===== config.mk =====
export PLATFORM = sky130hd
export DESIGN_NAME = tmr_timer_ctrl
export DESIGN_NICKNAME = d
export VERILOG_FILES = /design/src/inc/tmr_pkg.sv /design/src/verilog/tmr_sync_edge.sv /design/src/verilog/tmr_prescale.sv /design/src/verilog/tmr_timer_ctrl.sv
export SDC_FILE = /design/constraint.sdc
export NUM_CORES = 1
export LEC_CHECK = 0
export ABC_AREA = 1
export BUFFER_PORTS_ARGS = -buffer_cell sky130_fd_sc_hd__buf_2
export CORE_MARGIN = 5
export CORE_UTILIZATION = 58
export DETAILED_ROUTE_END_ITERATION = 10
export PLACE_DENSITY = 0.8
export SLEW_MARGIN = 20
export SYNTH_ARGS = -nofsm -noshare
export SYNTH_HDL_FRONTEND = slang
export SYNTH_SLANG_ARGS = --single-unit

===== constraint.sdc =====
create_clock -name clk -period 1.82 [get_ports clk]
set_input_delay 0.091 -clock clk [delete_from_list [all_inputs] [get_ports clk]]
set_output_delay 0.091 -clock clk [all_outputs]
set_load 0.01 [all_outputs]

===== src/inc/tmr_pkg.sv =====
// Purpose: shared constants and types for the timer control block
// Assumes: byte-wide special-function register port, one core clock
// Notes: addresses are the register port's byte addresses

package tmr_pkg;

  // register port addresses
  localparam logic [7:0] ADDR_CTRL = 8'h91;
  localparam logic [7:0] ADDR_RL_LO = 8'h92;
  localparam logic [7:0] ADDR_RL_HI = 8'h93;
  localparam logic [7:0] ADDR_CNT_LO = 8'h94;
  localparam logic [7:0] ADDR_CNT_HI = 8'h95;

  // reset values and unmapped answer
  localparam logic [7:0] CTRL_RESET = 8'h00;
  localparam logic [15:0] CNT_RESET = 16'h0000;
  localparam logic [15:0] RL_RESET = 16'h0000;
  localparam logic [7:0] RDATA_UNMAPPED = 8'h00;

  // field positions of timer_control
  localparam int HOF_BIT = 7;
  localparam int LOF_BIT = 6;
  localparam int LO_IRQ_EN_BIT = 5;
  localparam int CAP_EN_BIT = 4;
  localparam int SPLIT_BIT = 3;
  localparam int RUN_BIT = 2;

  // alternate clock select codes
  localparam logic [1:0] ALT_DIV12 = 2'h0;
  localparam logic [1:0] ALT_EXT8 = 2'h1;
  localparam logic [1:0] ALT_DIV12_B = 2'h2;
  localparam logic [1:0] ALT_CMP = 2'h3;

  // prescaler ratios and counter limits
  localparam int CORE_DIV = 12;
  localparam int EXT_DIV = 8;
  localparam logic [7:0] BYTE_MAX = 8'hFF;
  localparam logic [15:0] WORD_MAX = 16'hFFFF;

  // timer_control layout, bit 7 first
  typedef struct packed {
    logic high_overflow_flag;
    logic low_overflow_flag;
    logic low_overflow_irq_enable;
    logic capture_mode_enable;
    logic split_mode_select;
    logic run_control;
    logic [1:0] alt_clock_select;
  } tmr_ctrl_t;

  // one register port request
  typedef struct packed {
    logic wr;
    logic rd;
    logic [7:0] addr;
    logic [7:0] wdata;
  } tmr_sfr_req_t;

endpackage


===== src/verilog/tmr_sync_edge.sv =====
// Purpose: bring an asynchronous level into the core clock domain
// Assumes: input may change at any time
// Notes: rise is a one-cycle registered pulse per rising edge

`timescale 1ns/1ns
`default_nettype none

module tmr_sync_edge (
  // clock and reset
  input wire logic clk,
  input wire logic srst,
  // raw level
  input wire logic async_in,
  // synchronised rising edge
  output logic rise
);

  logic meta_q;
  logic sync_q;
  logic prev_q;

  // two-stage synchroniser; meta_q feeds sync_q only
  always_ff @(posedge clk) begin
    if (srst) begin
      meta_q <= 1'b0;
      sync_q <= 1'b0;
    end else begin
      meta_q <= async_in;
      sync_q <= meta_q;
    end
  end

  // edge detect works on the settled stage
  always_ff @(posedge clk) begin
    if (srst) begin
      prev_q <= 1'b0;
      rise <= 1'b0;
    end else begin
      prev_q <= sync_q;
      rise <= sync_q & ~prev_q;
    end
  end

endmodule

`default_nettype wire


===== src/verilog/tmr_prescale.sv =====
// Purpose: divide a stream of enable pulses by a fixed ratio
// Assumes: tick_in is synchronous to clk
// Notes: tick_out is a registered one-cycle pulse

`timescale 1ns/1ns
`default_nettype none

module tmr_prescale #(
  parameter int DIV = 12
) (
  // clock and reset
  input wire logic clk,
  input wire logic srst,
  // pulses to divide
  input wire logic tick_in,
  // one pulse per DIV input pulses
  output logic tick_out
);

  localparam int CW = (DIV < 2) ? 1 : $clog2(DIV);
  localparam logic [CW-1:0] LAST = CW'(DIV - 1);

  // a ratio below two cannot be divided
  if (DIV < 2) begin : g_bad_div
    $error("tmr_prescale: DIV must be at least 2");
  end

  logic [CW-1:0] cnt_q;

  // count input pulses, wrap on the last one
  always_ff @(posedge clk) begin
    if (srst) begin
      cnt_q <= '0;
      tick_out <= 1'b0;
    end else begin
      tick_out <= tick_in && (cnt_q == LAST);
      if (tick_in) begin
        cnt_q <= (cnt_q == LAST) ? '0 : cnt_q + 1'b1;
      end
    end
  end

endmodule

`default_nettype wire


===== src/verilog/tmr_timer_ctrl.sv =====
// Purpose: control, status and counting logic of a 16-bit reload timer
// Assumes: register port and all strobes synchronous to clk
// Notes: comparator and oscillator inputs are raw and get synchronised

`timescale 1ns/1ns
`default_nettype none

module tmr_timer_ctrl (
  // clock and reset
  input wire logic clk,
  input wire logic srst,
  // register port
  input wire tmr_pkg::tmr_sfr_req_t sfr_req,
  output logic [7:0] sfr_rdata,
  // clock control bits from the system
  input wire logic high_byte_fast_clock,
  input wire logic low_byte_fast_clock,
  // timer interrupt enable from the interrupt controller
  input wire logic timer_irq_enable,
  // raw alternate sources
  input wire logic comparator_out,
  input wire logic ext_osc,
  // interrupt request and counter view
  output logic timer_irq,
  output logic [15:0] count_value
);

  tmr_pkg::tmr_ctrl_t ctl_q;
  logic [15:0] cnt_q;
  logic [15:0] cnt_d;
  logic [15:0] rl_q;
  logic cmp_rise;
  logic osc_rise;
  logic osc8_tick;
  logic div12_tick;
  logic alt_tick;
  logic cap_trig;
  logic lo_tick;
  logic hi_tick;
  logic lo_inc;
  logic hi_inc;
  logic lo_wrap;
  logic hi_wrap;
  logic cap_evt;
  logic ctl_wr;

  // address match of a write, used for every register
  function automatic logic wr_hit(input tmr_pkg::tmr_sfr_req_t r,
                                  input logic [7:0] a);
    wr_hit = r.wr && (r.addr == a);
  endfunction

  assign ctl_wr = wr_hit(sfr_req, tmr_pkg::ADDR_CTRL);

  // synchronise comparator and oscillator before any use
  tmr_sync_edge u_cmp_sync (
    .clk(clk),
    .srst(srst),
    .async_in(comparator_out),
    .rise(cmp_rise)
  );

  tmr_sync_edge u_osc_sync (
    .clk(clk),
    .srst(srst),
    .async_in(ext_osc),
    .rise(osc_rise)
  );

  // oscillator divided by eight, counted in synchronised edges
  tmr_prescale #(
    .DIV(tmr_pkg::EXT_DIV)
  ) u_osc_div (
    .clk(clk),
    .srst(srst),
    .tick_in(osc_rise),
    .tick_out(osc8_tick)
  );

  // core clock divided by twelve
  tmr_prescale #(
    .DIV(tmr_pkg::CORE_DIV)
  ) u_core_div (
    .clk(clk),
    .srst(srst),
    .tick_in(1'b1),
    .tick_out(div12_tick)
  );

  // alternate clock and capture trigger from one select field
  always_comb begin
    case (ctl_q.alt_clock_select)
      tmr_pkg::ALT_EXT8: begin
        alt_tick = osc8_tick;
        cap_trig = osc8_tick;
      end
      tmr_pkg::ALT_CMP: begin
        alt_tick = cmp_rise;
        cap_trig = osc8_tick;
      end
      default: begin
        alt_tick = div12_tick;
        cap_trig = cmp_rise;
      end
    endcase
  end

  // per-byte choice of core clock or the shared alternate clock
  assign lo_tick = low_byte_fast_clock ? 1'b1 : alt_tick;
  assign hi_tick = high_byte_fast_clock ? 1'b1 : alt_tick;

  // low byte free-runs in split mode, 16-bit needs run
  assign lo_inc = ctl_q.split_mode_select ? lo_tick
                : (ctl_q.run_control && lo_tick);
  // high byte needs run in split mode; it is part of the word otherwise
  assign hi_inc = ctl_q.split_mode_select
                && ctl_q.run_control && hi_tick;

  // capture needs the full 16-bit word, so split mode suppresses it
  assign cap_evt = ctl_q.capture_mode_enable
                && !ctl_q.split_mode_select && cap_trig;

  // counter next value; software byte writes override counting
  always_comb begin
    cnt_d = cnt_q;
    lo_wrap = 1'b0;
    hi_wrap = 1'b0;
    if (ctl_q.split_mode_select) begin
      if (lo_inc) begin
        if (cnt_q[7:0] == tmr_pkg::BYTE_MAX) begin
          cnt_d[7:0] = rl_q[7:0];
          lo_wrap = 1'b1;
        end else begin
          cnt_d[7:0] = cnt_q[7:0] + 8'h01;
        end
      end
      if (hi_inc) begin
        if (cnt_q[15:8] == tmr_pkg::BYTE_MAX) begin
          cnt_d[15:8] = rl_q[15:8];
          hi_wrap = 1'b1;
        end else begin
          cnt_d[15:8] = cnt_q[15:8] + 8'h01;
        end
      end
    end else if (lo_inc) begin
      lo_wrap = (cnt_q[7:0] == tmr_pkg::BYTE_MAX);
      hi_wrap = (cnt_q == tmr_pkg::WORD_MAX);
      cnt_d = hi_wrap ? rl_q : cnt_q + 16'h0001;
    end
    if (wr_hit(sfr_req, tmr_pkg::ADDR_CNT_LO)) begin
      cnt_d[7:0] = sfr_req.wdata;
    end
    if (wr_hit(sfr_req, tmr_pkg::ADDR_CNT_HI)) begin
      cnt_d[15:8] = sfr_req.wdata;
    end
  end

  // counter register
  always_ff @(posedge clk) begin
    if (srst) begin
      cnt_q <= tmr_pkg::CNT_RESET;
    end else begin
      cnt_q <= cnt_d;
    end
  end

  // reload register; a capture beats a software write in the same cycle
  always_ff @(posedge clk) begin
    if (srst) begin
      rl_q <= tmr_pkg::RL_RESET;
    end else begin
      if (wr_hit(sfr_req, tmr_pkg::ADDR_RL_LO)) begin
        rl_q[7:0] <= sfr_req.wdata;
      end
      if (wr_hit(sfr_req, tmr_pkg::ADDR_RL_HI)) begin
        rl_q[15:8] <= sfr_req.wdata;
      end
      if (cap_evt) begin
        rl_q <= cnt_q;
      end
    end
  end

  // control register; hardware set wins over a software clear
  always_ff @(posedge clk) begin
    if (srst) begin
      ctl_q <= tmr_pkg::tmr_ctrl_t'(tmr_pkg::CTRL_RESET);
    end else begin
      if (ctl_wr) begin
        ctl_q <= tmr_pkg::tmr_ctrl_t'(sfr_req.wdata);
      end
      if (hi_wrap || cap_evt) begin
        ctl_q.high_overflow_flag <= 1'b1;
      end
      if (lo_wrap) begin
        ctl_q.low_overflow_flag <= 1'b1;
      end
    end
  end

  // read data, registered one cycle after the read strobe
  always_ff @(posedge clk) begin
    if (srst) begin
      sfr_rdata <= tmr_pkg::RDATA_UNMAPPED;
    end else if (sfr_req.rd) begin
      if (sfr_req.addr == tmr_pkg::ADDR_CTRL) begin
        sfr_rdata <= ctl_q;
      end else if (sfr_req.addr == tmr_pkg::ADDR_RL_LO) begin
        sfr_rdata <= rl_q[7:0];
      end else if (sfr_req.addr == tmr_pkg::ADDR_RL_HI) begin
        sfr_rdata <= rl_q[15:8];
      end else if (sfr_req.addr == tmr_pkg::ADDR_CNT_LO) begin
        sfr_rdata <= cnt_q[7:0];
      end else if (sfr_req.addr == tmr_pkg::ADDR_CNT_HI) begin
        sfr_rdata <= cnt_q[15:8];
      end else begin
        sfr_rdata <= tmr_pkg::RDATA_UNMAPPED;
      end
    end
  end

  // level request; stays while an enabled flag is set, so none is missed
  assign timer_irq = timer_irq_enable && (ctl_q.high_overflow_flag
                   || (ctl_q.low_overflow_irq_enable
                   && ctl_q.low_overflow_flag));

  assign count_value = cnt_q;

  logic cnt_wr;
  logic rl_wr;
  assign cnt_wr = wr_hit(sfr_req, tmr_pkg::ADDR_CNT_LO)
               || wr_hit(sfr_req, tmr_pkg::ADDR_CNT_HI);
  assign rl_wr = wr_hit(sfr_req, tmr_pkg::ADDR_RL_LO)
              || wr_hit(sfr_req, tmr_pkg::ADDR_RL_HI);
endmodule

`default_nettype wire


==> impl_metrics.tcl <==
set metrics [dict create \
    worstSetupPathType "flip-flop to flip-flop" \
    ys_seq_elements 65 \
    reg2reg_from "count_value[2]$_SDFFE_PP0P_" \
    nFillCells 567 \
    totalWireLength_um 12500 \
    critPathLaunch "count_value[2]$_SDFFE_PP0P_" \
    syn2layout_area_growth_pct 18.7 \
    grt_max_degree 29 \
    cp-endpoint "count_value[13]$_SDFFE_PP0P_" \
    fin_crit_sh_pct 92.2 \
    route.vias.total 4330 \
    num_rows 29 \
    skew_ns 0.0177 \
    synth.avg_cell_area_sq_um 6.27 \
    finalCriticalPeriod_ns 1.68 \
    pwr-share-comb_pct 6.0 \
    synth_cell_types 38 \
    rr_worst_depth 9 \
    synthCells 603 \
    core_sq_mm 0.00635 \
    gp_congestion 1.07 \
    die_h_um 90.8 \
    ys_seq_area_share_pct 34.4 \
    maxSlewHeadroom_pct 65.7 \
    tns_ns 0 \
    pin_count 50 \
    drive_gt1_share_pct 17.2 \
    overflow 0 \
    hpwl_um 9480 \
    vdd_ir_drop_max_mv 0.966 \
    placed_area_sq_mm 0.00423 \
    worstMarginPinSlew_ns 0.514 \
    netSwitchingFraction_pct 27.5 \
    p_switching_mw 0.816 \
    drtIter0Drc 496 \
    clock-sinks 65 \
    start_kind "flip-flop" \
    grt_pass1_wl_um 19900 \
    seq_power_share_pct 48.7 \
    antenna_left 0 \
    maxCapViolCount 0 \
    port_buffers 49 \
    drc 0 \
    die_area_sq_mm 0.00824 \
    wl_per_cell_um 16.6 \
    syn-cell-area_sq_mm 0.00378 \
    diodes 0 \
    fmax_ghz 0.596 \
    synth_edf_count 0 \
    grt_pass1_vias 3910 \
    syn_nets 633 \
    cts_tree "built" \
    root_buffer "clkbuf_8" \
    crit_fanout 8 \
    ys_async_sr_fraction_pct 0 \
    setup_viol 0 \
    synth_top_flop_cell "dfxtp_1" \
    rsz0062_at_grt "no" \
    clk_path_buf_depth 2 \
    hold_path_class "primary input to flip-flop" \
    final-hold-violation-count 0 \
    drtPass1Iterations 5 \
    cp.required_ns 2.06 \
    die_x_um 90.8 \
    r2r-end "count_value[13]$_SDFFE_PP0P_" \
    h-tree-depth 3 \
    vias_per_cell 5.75 \
    final_util_pct 70.7 \
    yosys_warnings 0 \
    reg2reg_slack_ns 0.14 \
    start_util_pct 59.6 \
    antenna_found_initial 0 \
    track_usage_pct 30.3 \
    internal_power_mw 2.15 \
    layout.nets 701 \
    worstSetupEndpointType "flip-flop" \
    clk_latency_ns 0.36 \
    maxSlewViolCount 0 \
    fin_area_sq_mm 0.00449 \
    cp.arrival_ns 1.92 \
    cts_made_buffers 9 \
    status "finished, final reports clean" \
    post_cts_buffers 0 \
    p_leak_nw 1.96 \
    powerDensity_mw_per_mm2 662 \
    clockPowerShare_pct 45.4 \
    path_clk_slew_ns 0.10 \
]
-- timing repair --
item / 4_1_cts / 5_1_grt
hold buffers: 2 / 0
resized for setup: 0 / 10
setup endpoints to repair: 0 / 8
endpoints found under the hold margin: 2 / 0
-- registers in the layout, indices dropped and copies added, names as in the netlist --
name                 count
count_value             16
ctl_q                    8
rl_q                    16
sfr_rdata                8
u_cmp_sync.meta_q        1
u_cmp_sync.prev_q        1
u_cmp_sync.rise          1
u_cmp_sync.sync_q        1
u_core_div.cnt_q         4
u_core_div.tick_out      1
u_osc_div.cnt_q          3
u_osc_div.tick_out       1
u_osc_sync.meta_q        1
u_osc_sync.prev_q        1
u_osc_sync.rise          1
u_osc_sync.sync_q        1
-- synth_stat cells (all sizes together), types with 4 or more instances --
cell type	instances	share of area, %
dfxtp	65	34
nand3	51	7.0
o211ai	5	1.1
nor2	73	7.8
clkbuf	8	0.83
or2	4	0.66
nand2	170	17
inv	73	7.2
nand4	4	0.66
nor3	6	1.4
buf	8	1.2
o21ai	56	7.5
ha	5	1.7
a21oi	55	7.3
xor2	6	1.4
-- cell usage in the layout, fill, tap and decap left out, types with 4 or more instances in the layout --
cell type and count:
nand2_1 165, inv_1 67, nor2_1 65, dfxtp_1 64, a21oi_1 55, o21ai_0 52
buf_2 49, nand3_1 47, buf_4 21, clkbuf_8 9, inv_2 6, xor2_1 6
nand2_2 5, nor2_2 5, ha_1 5, o211ai_1 4, nand3_2 4, nor3_1 4
nand4_1 4
-- worst max-delay path, stage by stage (launching register included) --
cell	delay [ns]
dfxtp_1	0.52
nand3_1	0.19
nor2_1	0.30
nand3_1	0.11
nand2_1	0.08
nand2_1	0.06
nand2_1	0.06
nand3_1	0.06
a21oi_1	0.13
nor2_1	0.05
-- metal layers --
metal	wire length (um)	up-vias	GRT usage, %	part of all wire [%]
li1	-	2093	-	-
met1	5410	1945	42.1	43
met2	5370	241	44.4	43
met3	1140	51	6.58	9.1
met4	570	0	13.5	4.6
met5	0	-	0	0
-- how the worst min path moves through the flow --
stage,startpoint,depth (start not counted),to
finish,sfr_req[16],3,sfr_rdata[4]$_SDFFE_PP0P_
detailed placement,comparator_out,3,u_cmp_sync.meta_q$_SDFF_PP0_
CTS,sfr_req[16],3,sfr_rdata[4]$_SDFFE_PP0P_
global placement,comparator_out,3,u_cmp_sync.meta_q$_SDFF_PP0_
floorplan,comparator_out,2,u_cmp_sync.meta_q$_SDFF_PP0_
global route,sfr_req[1],3,ctl_q[1]$_SDFFE_PP0P_
-- cell type report --
cell class	instances	area [sq um]	area share, %
Clock buffer	9	124	2.76
Clock inverter	7	83.8	1.87
Inverter	73	274	6.11
Multi-Input combinational cell	449	2160	48.2
Sequential cell	65	1300	29.0
Tap cell	77	96.3	2.15
Timing Repair Buffer	73	443	9.87
-- cell families after synthesis --
kind of cell,share of synthesized area [%]
and+or+nand+nor,35.3
AOI/OAI and AO/OA,17.6
buffers and inverters,9.23
DFF,34.4
xor gates and xnor gates,1.85
adders and majority gates,1.65
-- power groups by stage --
stage / combinational [mW] / clock [mW] / sequential [mW]
finish: 0.177 / 1.35 / 1.45
global route: 0.194 / 1.42 / 1.45
CTS: 0.172 / 1.35 / 1.45
detailed placement: 0.167 / 0 / 1.48
global placement: 0.163 / 0 / 1.48
floorplan: 0.0890 / 0 / 1.48
-- per-stage QoR --
stage / hold WS, ns / setup WS (ns) / total power, mW / std cells
after global placement: 0.296 / 0.0299 / 1.64 / 735
after global routing: 0.0521 / 0.0101 / 3.06 / 753
after floorplan: 0.198 / 0.200 / 1.57 / 603
after CTS: 0.0356 / 0.0264 / 2.97 / 753
after detailed placement: 0.300 / 0.0420 / 1.65 / 735
final: 0.0390 / 0.143 / 2.97 / 753
No activity file was read; power rests on OpenSTA's default activity.
